$ cat src/verilog/fec_link_pkg.sv
// Shared constants, field layouts and parity helpers for the 64b/66b FEC link
package fec_link_pkg;

	localparam int          BLK_W          = 64;
	localparam int          PAR_W          = 26;
	localparam int          SHS_W          = 32;
	localparam int          MB_BLOCKS      = 32;
	localparam int          IDX_W          = 5;
	localparam int          PE_W           = 4;
	localparam int          FEC_LATENCY_BLK = 58;
	localparam logic [25:0] FEC_POLY       = 26'h0220211;
	localparam logic [25:0] PAR_RESET      = 26'h0000000;
	localparam logic [1:0]  SH_ONE         = 2'h1;
	localparam logic [1:0]  SH_ZERO        = 2'h2;
	localparam int          EOEMB_BIT      = 22;
	localparam int          PAR_HI_LAST    = 21;
	localparam int          PAR3_BIT       = 23;
	localparam int          PAR_LO_BIT     = 24;
	localparam int          PILOT_LSB      = 27;
	localparam logic [4:0]  PILOT          = 5'h10;
	localparam logic [4:0]  LAST_IDX       = 5'h1f;
	localparam logic        EOEMB_E1       = 1'b1;

	// Sixty-four serial steps of the parity register, bit 0 of the block first
	function automatic logic [25:0] fec_step64(input logic [25:0] s, input logic [63:0] d);
		logic [25:0] r;
		logic        fb;
		r = s;
		for (int i = 0; i < BLK_W; i++) begin
			fb = d[i] ^ r[PAR_W-1];
			r = {r[PAR_W-2:0], 1'b0} ^ (fb ? FEC_POLY : 26'h0000000);
		end
		return r;
	endfunction

	// Place parity, end-of-extended-multiblock flag and pilot in the header stream
	function automatic logic [31:0] shs_pack(input logic [25:0] p, input logic eoemb);
		logic [31:0] s;
		s = 32'h00000000;
		for (int k = 0; k <= PAR_HI_LAST; k++) begin
			s[k] = p[PAR_W-1-k];
		end
		s[EOEMB_BIT] = eoemb;
		s[PAR3_BIT] = p[3];
		s[PAR_LO_BIT+2:PAR_LO_BIT] = {p[0], p[1], p[2]};
		s[SHS_W-1:PILOT_LSB] = PILOT;
		return s;
	endfunction

	// Recover the parity word from a received header stream
	function automatic logic [25:0] shs_parity(input logic [31:0] s);
		logic [25:0] p;
		p = 26'h0000000;
		for (int k = 0; k <= PAR_HI_LAST; k++) begin
			p[PAR_W-1-k] = s[k];
		end
		p[3] = s[PAR3_BIT];
		p[2:0] = {s[PAR_LO_BIT], s[PAR_LO_BIT+1], s[PAR_LO_BIT+2]};
		return p;
	endfunction

endpackage

$ cat src/verilog/fec_link_if.sv
// Block-level link between the transmitting end and the receiving end
`timescale 1ns/10ps
interface fec_link_if;
	import fec_link_pkg::*;

	logic              valid;
	logic              ready;
	logic [1:0]        sync_hdr;
	logic [BLK_W-1:0]  payload;
	logic [PE_W-1:0]   serializer_preemphasis_setting;

	modport tx_end (
		output valid,
		output sync_hdr,
		output payload,
		output serializer_preemphasis_setting,
		input  ready
	);

	modport rx_end (
		input  valid,
		input  sync_hdr,
		input  payload,
		input  serializer_preemphasis_setting,
		output ready
	);

endinterface

$ cat src/verilog/fec_link_rx.sv
// Receiving end: lock monitoring, syndrome check and elastic release
// Function
// - Parity covers 32 scrambled blocks, 26 bits.
// - Parity travels in the following multiblock.
// - Receiver forms syndrome; nonzero flags error.
// - First-bit error known no sooner than 58 blocks.
// - Header stream bit map for parity fields.
// - Header stream always ends with pilot 00001.
// - Pilot position confirmed over several multiblocks.
// - End-of-extended-multiblock flag on last multiblock.
// - Generator x26+x21+x17+x9+x4+1.
// - Shortened 2074/2048 code corrects nine-bit bursts; here the syndrome only flags errors, nothing is corrected.
// - Parity register cleared per multiblock, payload only.
// - Buffer at extended multiblock start after lock.
// - Release at first point after buffering began.
// - Release point set clear of arrival spread.
// - Repeated bad headers drop block lock.
// - Repeated pilot errors drop multiblock lock.
// - Repeated flag errors need SYSREF resync.
// - Pre-emphasis follows programmable setting.
// - Header 01 is one, 10 is zero.
// - One multiblock per extended multiblock.
`timescale 1ns/10ps
module fec_link_rx #(
	parameter int BLK_GOOD    = 64,
	parameter int BLK_WIN     = 64,
	parameter int BLK_ERR_MAX = 16,
	parameter int MB_CONFIRM  = 4,
	parameter int MB_WIN      = 8,
	parameter int MB_ERR_MAX  = 4,
	parameter int EMB_WIN     = 8,
	parameter int EMB_ERR_MAX = 4
) (
	input  wire logic                            ref_clk_i,
	input  wire logic                            rst_n_i,
	input  wire logic                            sysref_i,
	input  wire logic [fec_link_pkg::IDX_W-1:0]  rbd_i,
	input  wire logic                            ready_i,
	output logic [fec_link_pkg::BLK_W-1:0]       data_o,
	output logic                                 valid_o,
	output logic                                 blk_lock_o,
	output logic                                 mb_lock_o,
	output logic                                 emb_lost_o,
	output logic                                 released_o,
	output logic [fec_link_pkg::PAR_W-1:0]       syndrome_o,
	output logic                                 syndrome_valid_o,
	output logic                                 fec_error_o,
	output logic [fec_link_pkg::PE_W-1:0]        preemph_seen_o,
	fec_link_if.rx_end                           link
);
	import fec_link_pkg::*;

	if (BLK_GOOD < 1 || BLK_GOOD > 255 || BLK_WIN < 2 || BLK_WIN > 255 ||
		BLK_ERR_MAX < 2 || BLK_ERR_MAX > BLK_WIN) begin : g_chk_blk
		$error("block lock counts out of range");
	end
	if (MB_CONFIRM < 2 || MB_CONFIRM > 255 || MB_WIN < 2 || MB_WIN > 255 ||
		MB_ERR_MAX < 2 || MB_ERR_MAX > MB_WIN) begin : g_chk_mb
		$error("multiblock lock counts out of range");
	end
	if (EMB_WIN < 2 || EMB_WIN > 255 || EMB_ERR_MAX < 2 || EMB_ERR_MAX > EMB_WIN) begin : g_chk_emb
		$error("extended multiblock counts out of range");
	end

	typedef struct packed {
		logic                  blk_lock;
		logic [7:0]            good_cnt;
		logic [7:0]            blk_win;
		logic [7:0]            blk_errs;
		logic [SHS_W-1:0]      sr;
		logic [IDX_W-1:0]      pos;
		logic                  have_cand;
		logic [7:0]            hits;
		logic                  mb_lock;
		logic [7:0]            mb_win;
		logic [7:0]            mb_errs;
		logic [7:0]            emb_win;
		logic [7:0]            emb_errs;
		logic                  emb_lost;
		logic [PAR_W-1:0]      par;
		logic [PAR_W-1:0]      prev_calc;
		logic                  prev_ok;
		logic [PAR_W-1:0]      syndrome;
		logic                  syn_vld;
		logic                  buffering;
		logic                  released;
		logic [IDX_W-1:0]      lemc_cnt;
		logic [BLK_W-1:0]      data;
		logic                  dvld;
		logic [PE_W-1:0]       pe;
	} rx_state_t;

	rx_state_t st;
	rx_state_t next_st;
	logic      take;
	logic      hdr_bad;
	logic      hdr_bit;
	logic [SHS_W-1:0] sr_new;
	logic      pilot_ok;
	logic [16:0] w;

	// Windowed error count: returns {lost, window, errors}
	function automatic logic [16:0] win_step(input logic [7:0] win, input logic [7:0] errs,
		input logic err, input int win_len, input int err_max);
		logic [7:0] e;
		logic       lost;
		e = errs + {7'h00, err};
		lost = (e >= 8'(err_max));
		if (lost || win == 8'(win_len - 1)) begin
			return {lost, 8'h00, 8'h00};
		end
		return {1'b0, win + 8'h01, e};
	endfunction

	assign link.ready = ready_i;
	assign take      = link.valid && ready_i;
	assign hdr_bad   = (link.sync_hdr != SH_ONE) && (link.sync_hdr != SH_ZERO);
	assign hdr_bit   = (link.sync_hdr == SH_ONE);
	assign sr_new    = {hdr_bit, st.sr[SHS_W-1:1]};
	assign pilot_ok  = (sr_new[SHS_W-1:PILOT_LSB] == PILOT);

	assign data_o           = st.data;
	assign valid_o          = st.dvld;
	assign blk_lock_o       = st.blk_lock;
	assign mb_lock_o        = st.mb_lock;
	assign emb_lost_o       = st.emb_lost;
	assign released_o       = st.released;
	assign syndrome_o       = st.syndrome;
	assign syndrome_valid_o = st.syn_vld;
	assign fec_error_o      = st.syn_vld && (st.syndrome != PAR_RESET);
	assign preemph_seen_o   = st.pe;

	always_comb begin
		next_st = st;
		w = 17'h00000;
		next_st.syn_vld = 1'b0;
		next_st.dvld = 1'b0;
		next_st.pe = link.serializer_preemphasis_setting;
		next_st.lemc_cnt = st.lemc_cnt + 5'h01;
		if (sysref_i) begin
			next_st.lemc_cnt = 5'h00;
			next_st.emb_lost = 1'b0;
			next_st.emb_win = 8'h00;
			next_st.emb_errs = 8'h00;
		end
		if (st.buffering && !st.released && st.lemc_cnt == rbd_i) begin
			next_st.released = 1'b1;
		end
		if (take) begin
			next_st.sr = sr_new;
			next_st.pos = st.pos + 5'h01;
			if (!st.blk_lock) begin
				next_st.good_cnt = hdr_bad ? 8'h00 : st.good_cnt + 8'h01;
				if (!hdr_bad && st.good_cnt == 8'(BLK_GOOD - 1)) begin
					next_st.blk_lock = 1'b1;
					next_st.good_cnt = 8'h00;
				end
			end else begin
				w = win_step(st.blk_win, st.blk_errs, hdr_bad, BLK_WIN, BLK_ERR_MAX);
				next_st.blk_win = w[15:8];
				next_st.blk_errs = w[7:0];
				if (w[16]) begin
					next_st = '0;
					next_st.lemc_cnt = st.lemc_cnt + 5'h01;
				end
			end
			if (st.blk_lock && !w[16] && !st.mb_lock) begin
				if (!st.have_cand && pilot_ok) begin
					next_st.have_cand = 1'b1;
					next_st.hits = 8'h01;
					next_st.pos = 5'h00;
				end else if (st.have_cand && st.pos == LAST_IDX) begin
					next_st.hits = pilot_ok ? st.hits + 8'h01 : 8'h00;
					next_st.have_cand = pilot_ok;
					if (pilot_ok && st.hits == 8'(MB_CONFIRM - 1)) begin
						next_st.mb_lock = 1'b1;
						next_st.prev_ok = 1'b0;
					end
				end
			end
			if (st.mb_lock && !w[16]) begin
				next_st.par = fec_step64(st.pos == 5'h00 ? PAR_RESET : st.par, link.payload);
				if (st.pos == LAST_IDX) begin
					next_st.prev_calc = fec_step64(st.par, link.payload);
					next_st.prev_ok = 1'b1;
					next_st.syndrome = st.prev_calc ^ shs_parity(sr_new);
					next_st.syn_vld = st.prev_ok;
					w = win_step(st.mb_win, st.mb_errs, !pilot_ok, MB_WIN, MB_ERR_MAX);
					next_st.mb_win = w[15:8];
					next_st.mb_errs = w[7:0];
					if (w[16]) begin
						next_st.mb_lock = 1'b0;
						next_st.have_cand = 1'b0;
						next_st.hits = 8'h00;
						next_st.buffering = 1'b0;
						next_st.released = 1'b0;
					end
					w = win_step(st.emb_win, st.emb_errs, sr_new[EOEMB_BIT] != EOEMB_E1,
						EMB_WIN, EMB_ERR_MAX);
					next_st.emb_win = w[15:8];
					next_st.emb_errs = w[7:0];
					if (w[16]) begin
						next_st.emb_lost = 1'b1;
					end
				end
				if (st.pos == 5'h00 && !st.emb_lost) begin
					next_st.buffering = 1'b1;
				end
				if (st.released) begin
					next_st.data = link.payload;
					next_st.dvld = 1'b1;
				end
			end
		end
	end

	always_ff @(posedge ref_clk_i or negedge rst_n_i) begin
		if (!rst_n_i) begin
			st <= '0;
		end else begin
			st <= next_st;
		end
	end

endmodule

$ cat src/flat_wrapper.sv
// flat-port wrapper written by rule: the top's interface ports become plain ports
module fec_link_rx_flat import fec_link_pkg::*;
#(
	parameter int BLK_GOOD    = 64,
	parameter int BLK_WIN     = 64,
	parameter int BLK_ERR_MAX = 16,
	parameter int MB_CONFIRM  = 4,
	parameter int MB_WIN      = 8,
	parameter int MB_ERR_MAX  = 4,
	parameter int EMB_WIN     = 8,
	parameter int EMB_ERR_MAX = 4
)
  (ref_clk_i, rst_n_i, sysref_i, rbd_i, ready_i, data_o, valid_o, blk_lock_o, mb_lock_o, emb_lost_o, released_o, syndrome_o, syndrome_valid_o, fec_error_o, preemph_seen_o, link_valid, link_sync_hdr, link_payload, link_serializer_preemphasis_setting, link_ready);
  fec_link_if link_i ();
  input  wire logic ref_clk_i;
  input  wire logic rst_n_i;
  input  wire logic sysref_i;
  input  wire logic [fec_link_pkg::IDX_W-1:0] rbd_i;
  input  wire logic ready_i;
  output logic [fec_link_pkg::BLK_W-1:0] data_o;
  output logic valid_o;
  output logic blk_lock_o;
  output logic mb_lock_o;
  output logic emb_lost_o;
  output logic released_o;
  output logic [fec_link_pkg::PAR_W-1:0] syndrome_o;
  output logic syndrome_valid_o;
  output logic fec_error_o;
  output logic [fec_link_pkg::PE_W-1:0] preemph_seen_o;
  input wire logic [$bits(link_i.valid)-1:0] link_valid;
  input wire logic [$bits(link_i.sync_hdr)-1:0] link_sync_hdr;
  input wire logic [$bits(link_i.payload)-1:0] link_payload;
  input wire logic [$bits(link_i.serializer_preemphasis_setting)-1:0] link_serializer_preemphasis_setting;
  output wire logic [$bits(link_i.ready)-1:0] link_ready;
  assign link_i.valid = link_valid;
  assign link_i.sync_hdr = link_sync_hdr;
  assign link_i.payload = link_payload;
  assign link_i.serializer_preemphasis_setting = link_serializer_preemphasis_setting;
  assign link_ready = link_i.ready;
  fec_link_rx #(.BLK_GOOD(BLK_GOOD), .BLK_WIN(BLK_WIN), .BLK_ERR_MAX(BLK_ERR_MAX), .MB_CONFIRM(MB_CONFIRM), .MB_WIN(MB_WIN), .MB_ERR_MAX(MB_ERR_MAX), .EMB_WIN(EMB_WIN), .EMB_ERR_MAX(EMB_ERR_MAX)) u_core (.ref_clk_i(ref_clk_i), .rst_n_i(rst_n_i), .sysref_i(sysref_i), .rbd_i(rbd_i), .ready_i(ready_i), .data_o(data_o), .valid_o(valid_o), .blk_lock_o(blk_lock_o), .mb_lock_o(mb_lock_o), .emb_lost_o(emb_lost_o), .released_o(released_o), .syndrome_o(syndrome_o), .syndrome_valid_o(syndrome_valid_o), .fec_error_o(fec_error_o), .preemph_seen_o(preemph_seen_o), .link(link_i));
endmodule
$ cat config.mk
export PLATFORM = sky130hd
export DESIGN_NAME = fec_link_rx_flat
export DESIGN_NICKNAME = d
export VERILOG_FILES = /design/src/verilog/fec_link_pkg.sv /design/src/verilog/fec_link_if.sv /design/src/verilog/fec_link_rx.sv /design/src/flat_wrapper.sv
export SDC_FILE = /design/constraint.sdc
export NUM_CORES = 1
export LEC_CHECK = 0
export BUFFER_PORTS_ARGS = -buffer_cell sky130_fd_sc_hd__buf_4
export CORE_UTILIZATION = 48
export DETAILED_ROUTE_END_ITERATION = 8
export MAX_ROUTING_LAYER = met4
export PLACE_DENSITY = 0.76
export SYNTH_ARGS = -nofsm -noshare
export SYNTH_HDL_FRONTEND = slang
export SYNTH_SLANG_ARGS = --single-unit
$ cat constraint.sdc
create_clock -name ref_clk_i -period 3.8 [get_ports ref_clk_i]
set_input_delay 0.76 -clock ref_clk_i [delete_from_list [all_inputs] [get_ports ref_clk_i]]
set_output_delay 0.76 -clock ref_clk_i [all_outputs]
set_load 0.005 [all_outputs]
==> summary.txt <==
Timing
  – Minimum clock period: 3.74 ns
  – RSZ-0062 raised after global routing: yes
  – FMAX: 0.267 GHz
  – Worst Skew: 0.0250 ns
  – Final TNS setup: 0 ns
  – Max_slew headroom: 19.7%
  – Final setup violation count: 0
  – Period utilisation layout: 98.5%
  – Pins Over Slew Limit: 0
  – Final hold violations: 0
  – Worst Max-Slew Pin Slew: 1.19 ns

Setup path
  – Crit path capture type: register
  – CP Max Fanout: 6
  – CP arrival: 4.19 ns
  – Worst path top cell family by delay: XOR/XNOR gates
  – Critical Path, Cell by Cell: xnor3_2 -> xnor2_2 -> xor3_2 -> xnor2_4 -> buf_4 -> xnor2_2 -> xnor2_2 -> xor2_1 -> xnor3_2 -> xnor3_1 -> a22o_1
  – CP max stage delay: 0.55 ns
  – Crit path buf inv count: 1
  – CP dominant cell by count: xnor2_2
  – CP max stage cell: xnor3_2
  – Setup crit start kind: register
  – Critical path type: register to register
  – Critical Path RT: 4.25 ns

Pwr
  – Pwr/cell area: 1050 nW/um^2
  – Flop pwr share: 13.3%
  – Switching share of power: 34.7%
  – Max VDD drop: 1890 uV
  – Internal Power: 14.8 mW
  – Clock share of power: 12.4%
  – NetSw: 7.85 mW
  – Combinational Power Share: 74.3%
  – Leak Pwr: 10.4 nW

Global route
  – First-pass GRT wire length: 72.0 mm
  – Initial antenna violation count: 0
  – Total GRT Usage: 26.4%
  – Vias in the first global route: 12,800
  – Grt ovf: 0
  – Largest net degree at the start of global routing: 93

Floorplanning
  – Initial Util: 49.3%
  – Die width: 191 um
  – Die height: 191 um
  – Core area: 34,900 um^2
  – I/O Pins: 182
  – Site Rows: 68
  – Die area: 36,600 um^2

Hold path
  – Hold Path Class: primary input to async pin

Synthesis
  – Most frequent cells after synthesis: 305 x nand2_1, 260 x dfrtp_1, 253 x xnor2_1
  – Syn Inst Count: 1,733
  – Yosys top cell by area: dfrtp_1
  – Sequential-to-total area share from yosys stat: 37.9%
  – Netlist Area Pre-Place: 17,200 um^2
  – Post-synth top area share: 37.9%
  – Cell with the most instances after synthesis: nand2_1
  – Main synth FF type: dfrtp_1
  – Post-synth EDFFs: 0
  – Total nets after synthesis: 1,829
  – Netlist cell types: 51
  – Ys async rst share: 100%
  – YS warnings: 0
  – Synth area leaders: dfrtp_1 38%, xnor2_1 13%, xnor3_1 12%
  – Mean Syn Cell Area: 9.92 um^2
  – Yosys reg bits: 260

Clock network
  – CTS Buf Count: 29
  – Root Buffer: clkbuf_16
  – TritonCTS clock tree: yes
  – Htree depth: 1
  – CTS max path bufs: 3
  – CTS Hold Bufs: 0
  – Clk_lat worst skew: 0.58 ns
  – Clock transition at path regs: 0.06 ns
  – CTS Sinks: 260

Layout
  – Final Core Density: 61.9%
  – Final #Nets: 2,115
  – # fillers: 2,785
  – Share of cells above drive strength 1: 28.7%
  – Area growth from synthesis to layout: 25.7%
  – N_diodes: 0

Detailed routing
  – DR WL/cell: 18.9 um
  – DRC Markers: 0
  – DR vias/cell: 5.33
  – Final WL: 47.2 mm
  – Iteration-0 DRC Markers: 1,019
  – Vias post-DR: 13,300
  – Post-DRT Antenna Nets: 0
  – Drt pass-1 iters: 5

Run
  – Total of max-cap violations: 0

Placement
  – Gpl congestion: 0.968
  – Port buffer count: 181
  – DP HPWL: 35.6 mm

Run status
  – Status: completed
[flip-flops by register name, indices dropped and copies added (netlist names), 4 cells and up]
name / cells
u_core.sr_new: 31
u_core.st: 129
u_core.syndrome_o: 26
u_core.preemph_seen_o: 4
u_core.data_o: 64
[path summary, 6_finish.rpt]
path	startpoint	endpoint	slack, ns	cells after the start
max	u_core.st[151]$_DFFE_PN0P_	u_core.st[125]$_DFFE_PN0P_	0.06	11
min	rst_n_i	u_core.st[244]$_DFFE_PN0P_	0.21	1
max reg2reg	u_core.st[151]$_DFFE_PN0P_	u_core.st[125]$_DFFE_PN0P_	0.06	11
min reg2reg	u_core.st[188]$_DFFE_PN0P_	u_core.st[188]$_DFFE_PN0P_	0.47	1
max in group asynchronous	rst_n_i	u_core.data_o[52]$_DFFE_PN0P_	2.64	2
min in group ref_clk_i	link_serializer_preemphasis_setting[0]	u_core.preemph_seen_o[0]$_DFF_PN0_	0.42	2
[metrics by stage]
step	hold WS (ns)	setup slack (ns)	cells	area, um^2	power [mW]
2_1_floorplan	0.438	-0.0182	1733	17400	13.0
3_5_place_dp	0.460	-0.375	2431	20200	18.5
4_1_cts	0.236	0.00792	2484	21200	21.4
6_report	0.211	0.0580	2496	21600	22.6
3_3_place_gp	0.457	-0.321	2431	20200	18.3
5_1_grt	0.263	-0.0819	2496	21600	24.0
[logic make-up (layout without fill, tap and decap cells)]
kind of cell               Yosys count  after routing  share of synthesized area [%]
muxes                                2              2                          0.116
adders and majority gates           16             16                           1.16
xor gates and xnor gates           460            460                           32.3
buffers and inverters              192            500                           6.33
and+or+nand+nor                    518            518                           13.1
DFF                                260            260                           37.9
AOI/OAI and AO/OA                  285            285                           9.19
[power by group through the flow]
stage,registers [mW],clock network [mW],logic (mW)
floorplan,3.03,0,10.0
global placement,3.05,0,15.2
detailed placement,3.06,0,15.5
CTS,3.01,2.85,15.6
global route,3.03,2.96,18.0
finish,3.02,2.80,16.8
[final cells by class]
cell class                      count  area, um^2  share of cell area [%]
Multi-Input combinational cell   1281       10200                    47.0
Sequential cell                   260        6510                    30.1
Timing Repair Buffer              435        3370                    15.6
Clock buffer                       40         807                    3.74
Tap cell                          455         569                    2.63
Clock inverter                     13         145                   0.672
Inverter                           12        45.0                   0.208
[repair_timing]
item                       CTS  global route
buffers inserted             0            13
resized for setup            5            62
pin swaps                    5            39
setup endpoints to repair   15            27
[routing by layer]
| layer | part of all wire (%) | vias to the layer above | GRT usage (%) | routed length, um |
|---|---|---|---|---|
| li1 | - | 6258 | - | - |
| met2 | 47 | 435 | 40.2 | 22000 |
| met4 | 2.7 | 0 | 6.50 | 1250 |
| met1 | 44 | 6540 | 37.2 | 20500 |
| met3 | 7.2 | 81 | 3.82 | 3380 |
| met5 | 0 | - | - | 0 |
[layout by cell type, fill, tap and decap left out, drive strengths merged, types with 4 or more instances in the layout]
cell type	instances
dfrtp	260
a31oi	5
and2	24
nand4	7
and3	19
nand2b	4
xor3	15
nand3	68
a21oi	13
nor4	10
a22o	19
o31ai	7
nor2	57
nand2	305
clkbuf	40
clkinv	7
xor2	97
xnor2	259
inv	14
nor3	12
xnor3	89
o21ai	224
buf	435
ha	16
(Power assumes the default switching activity.)
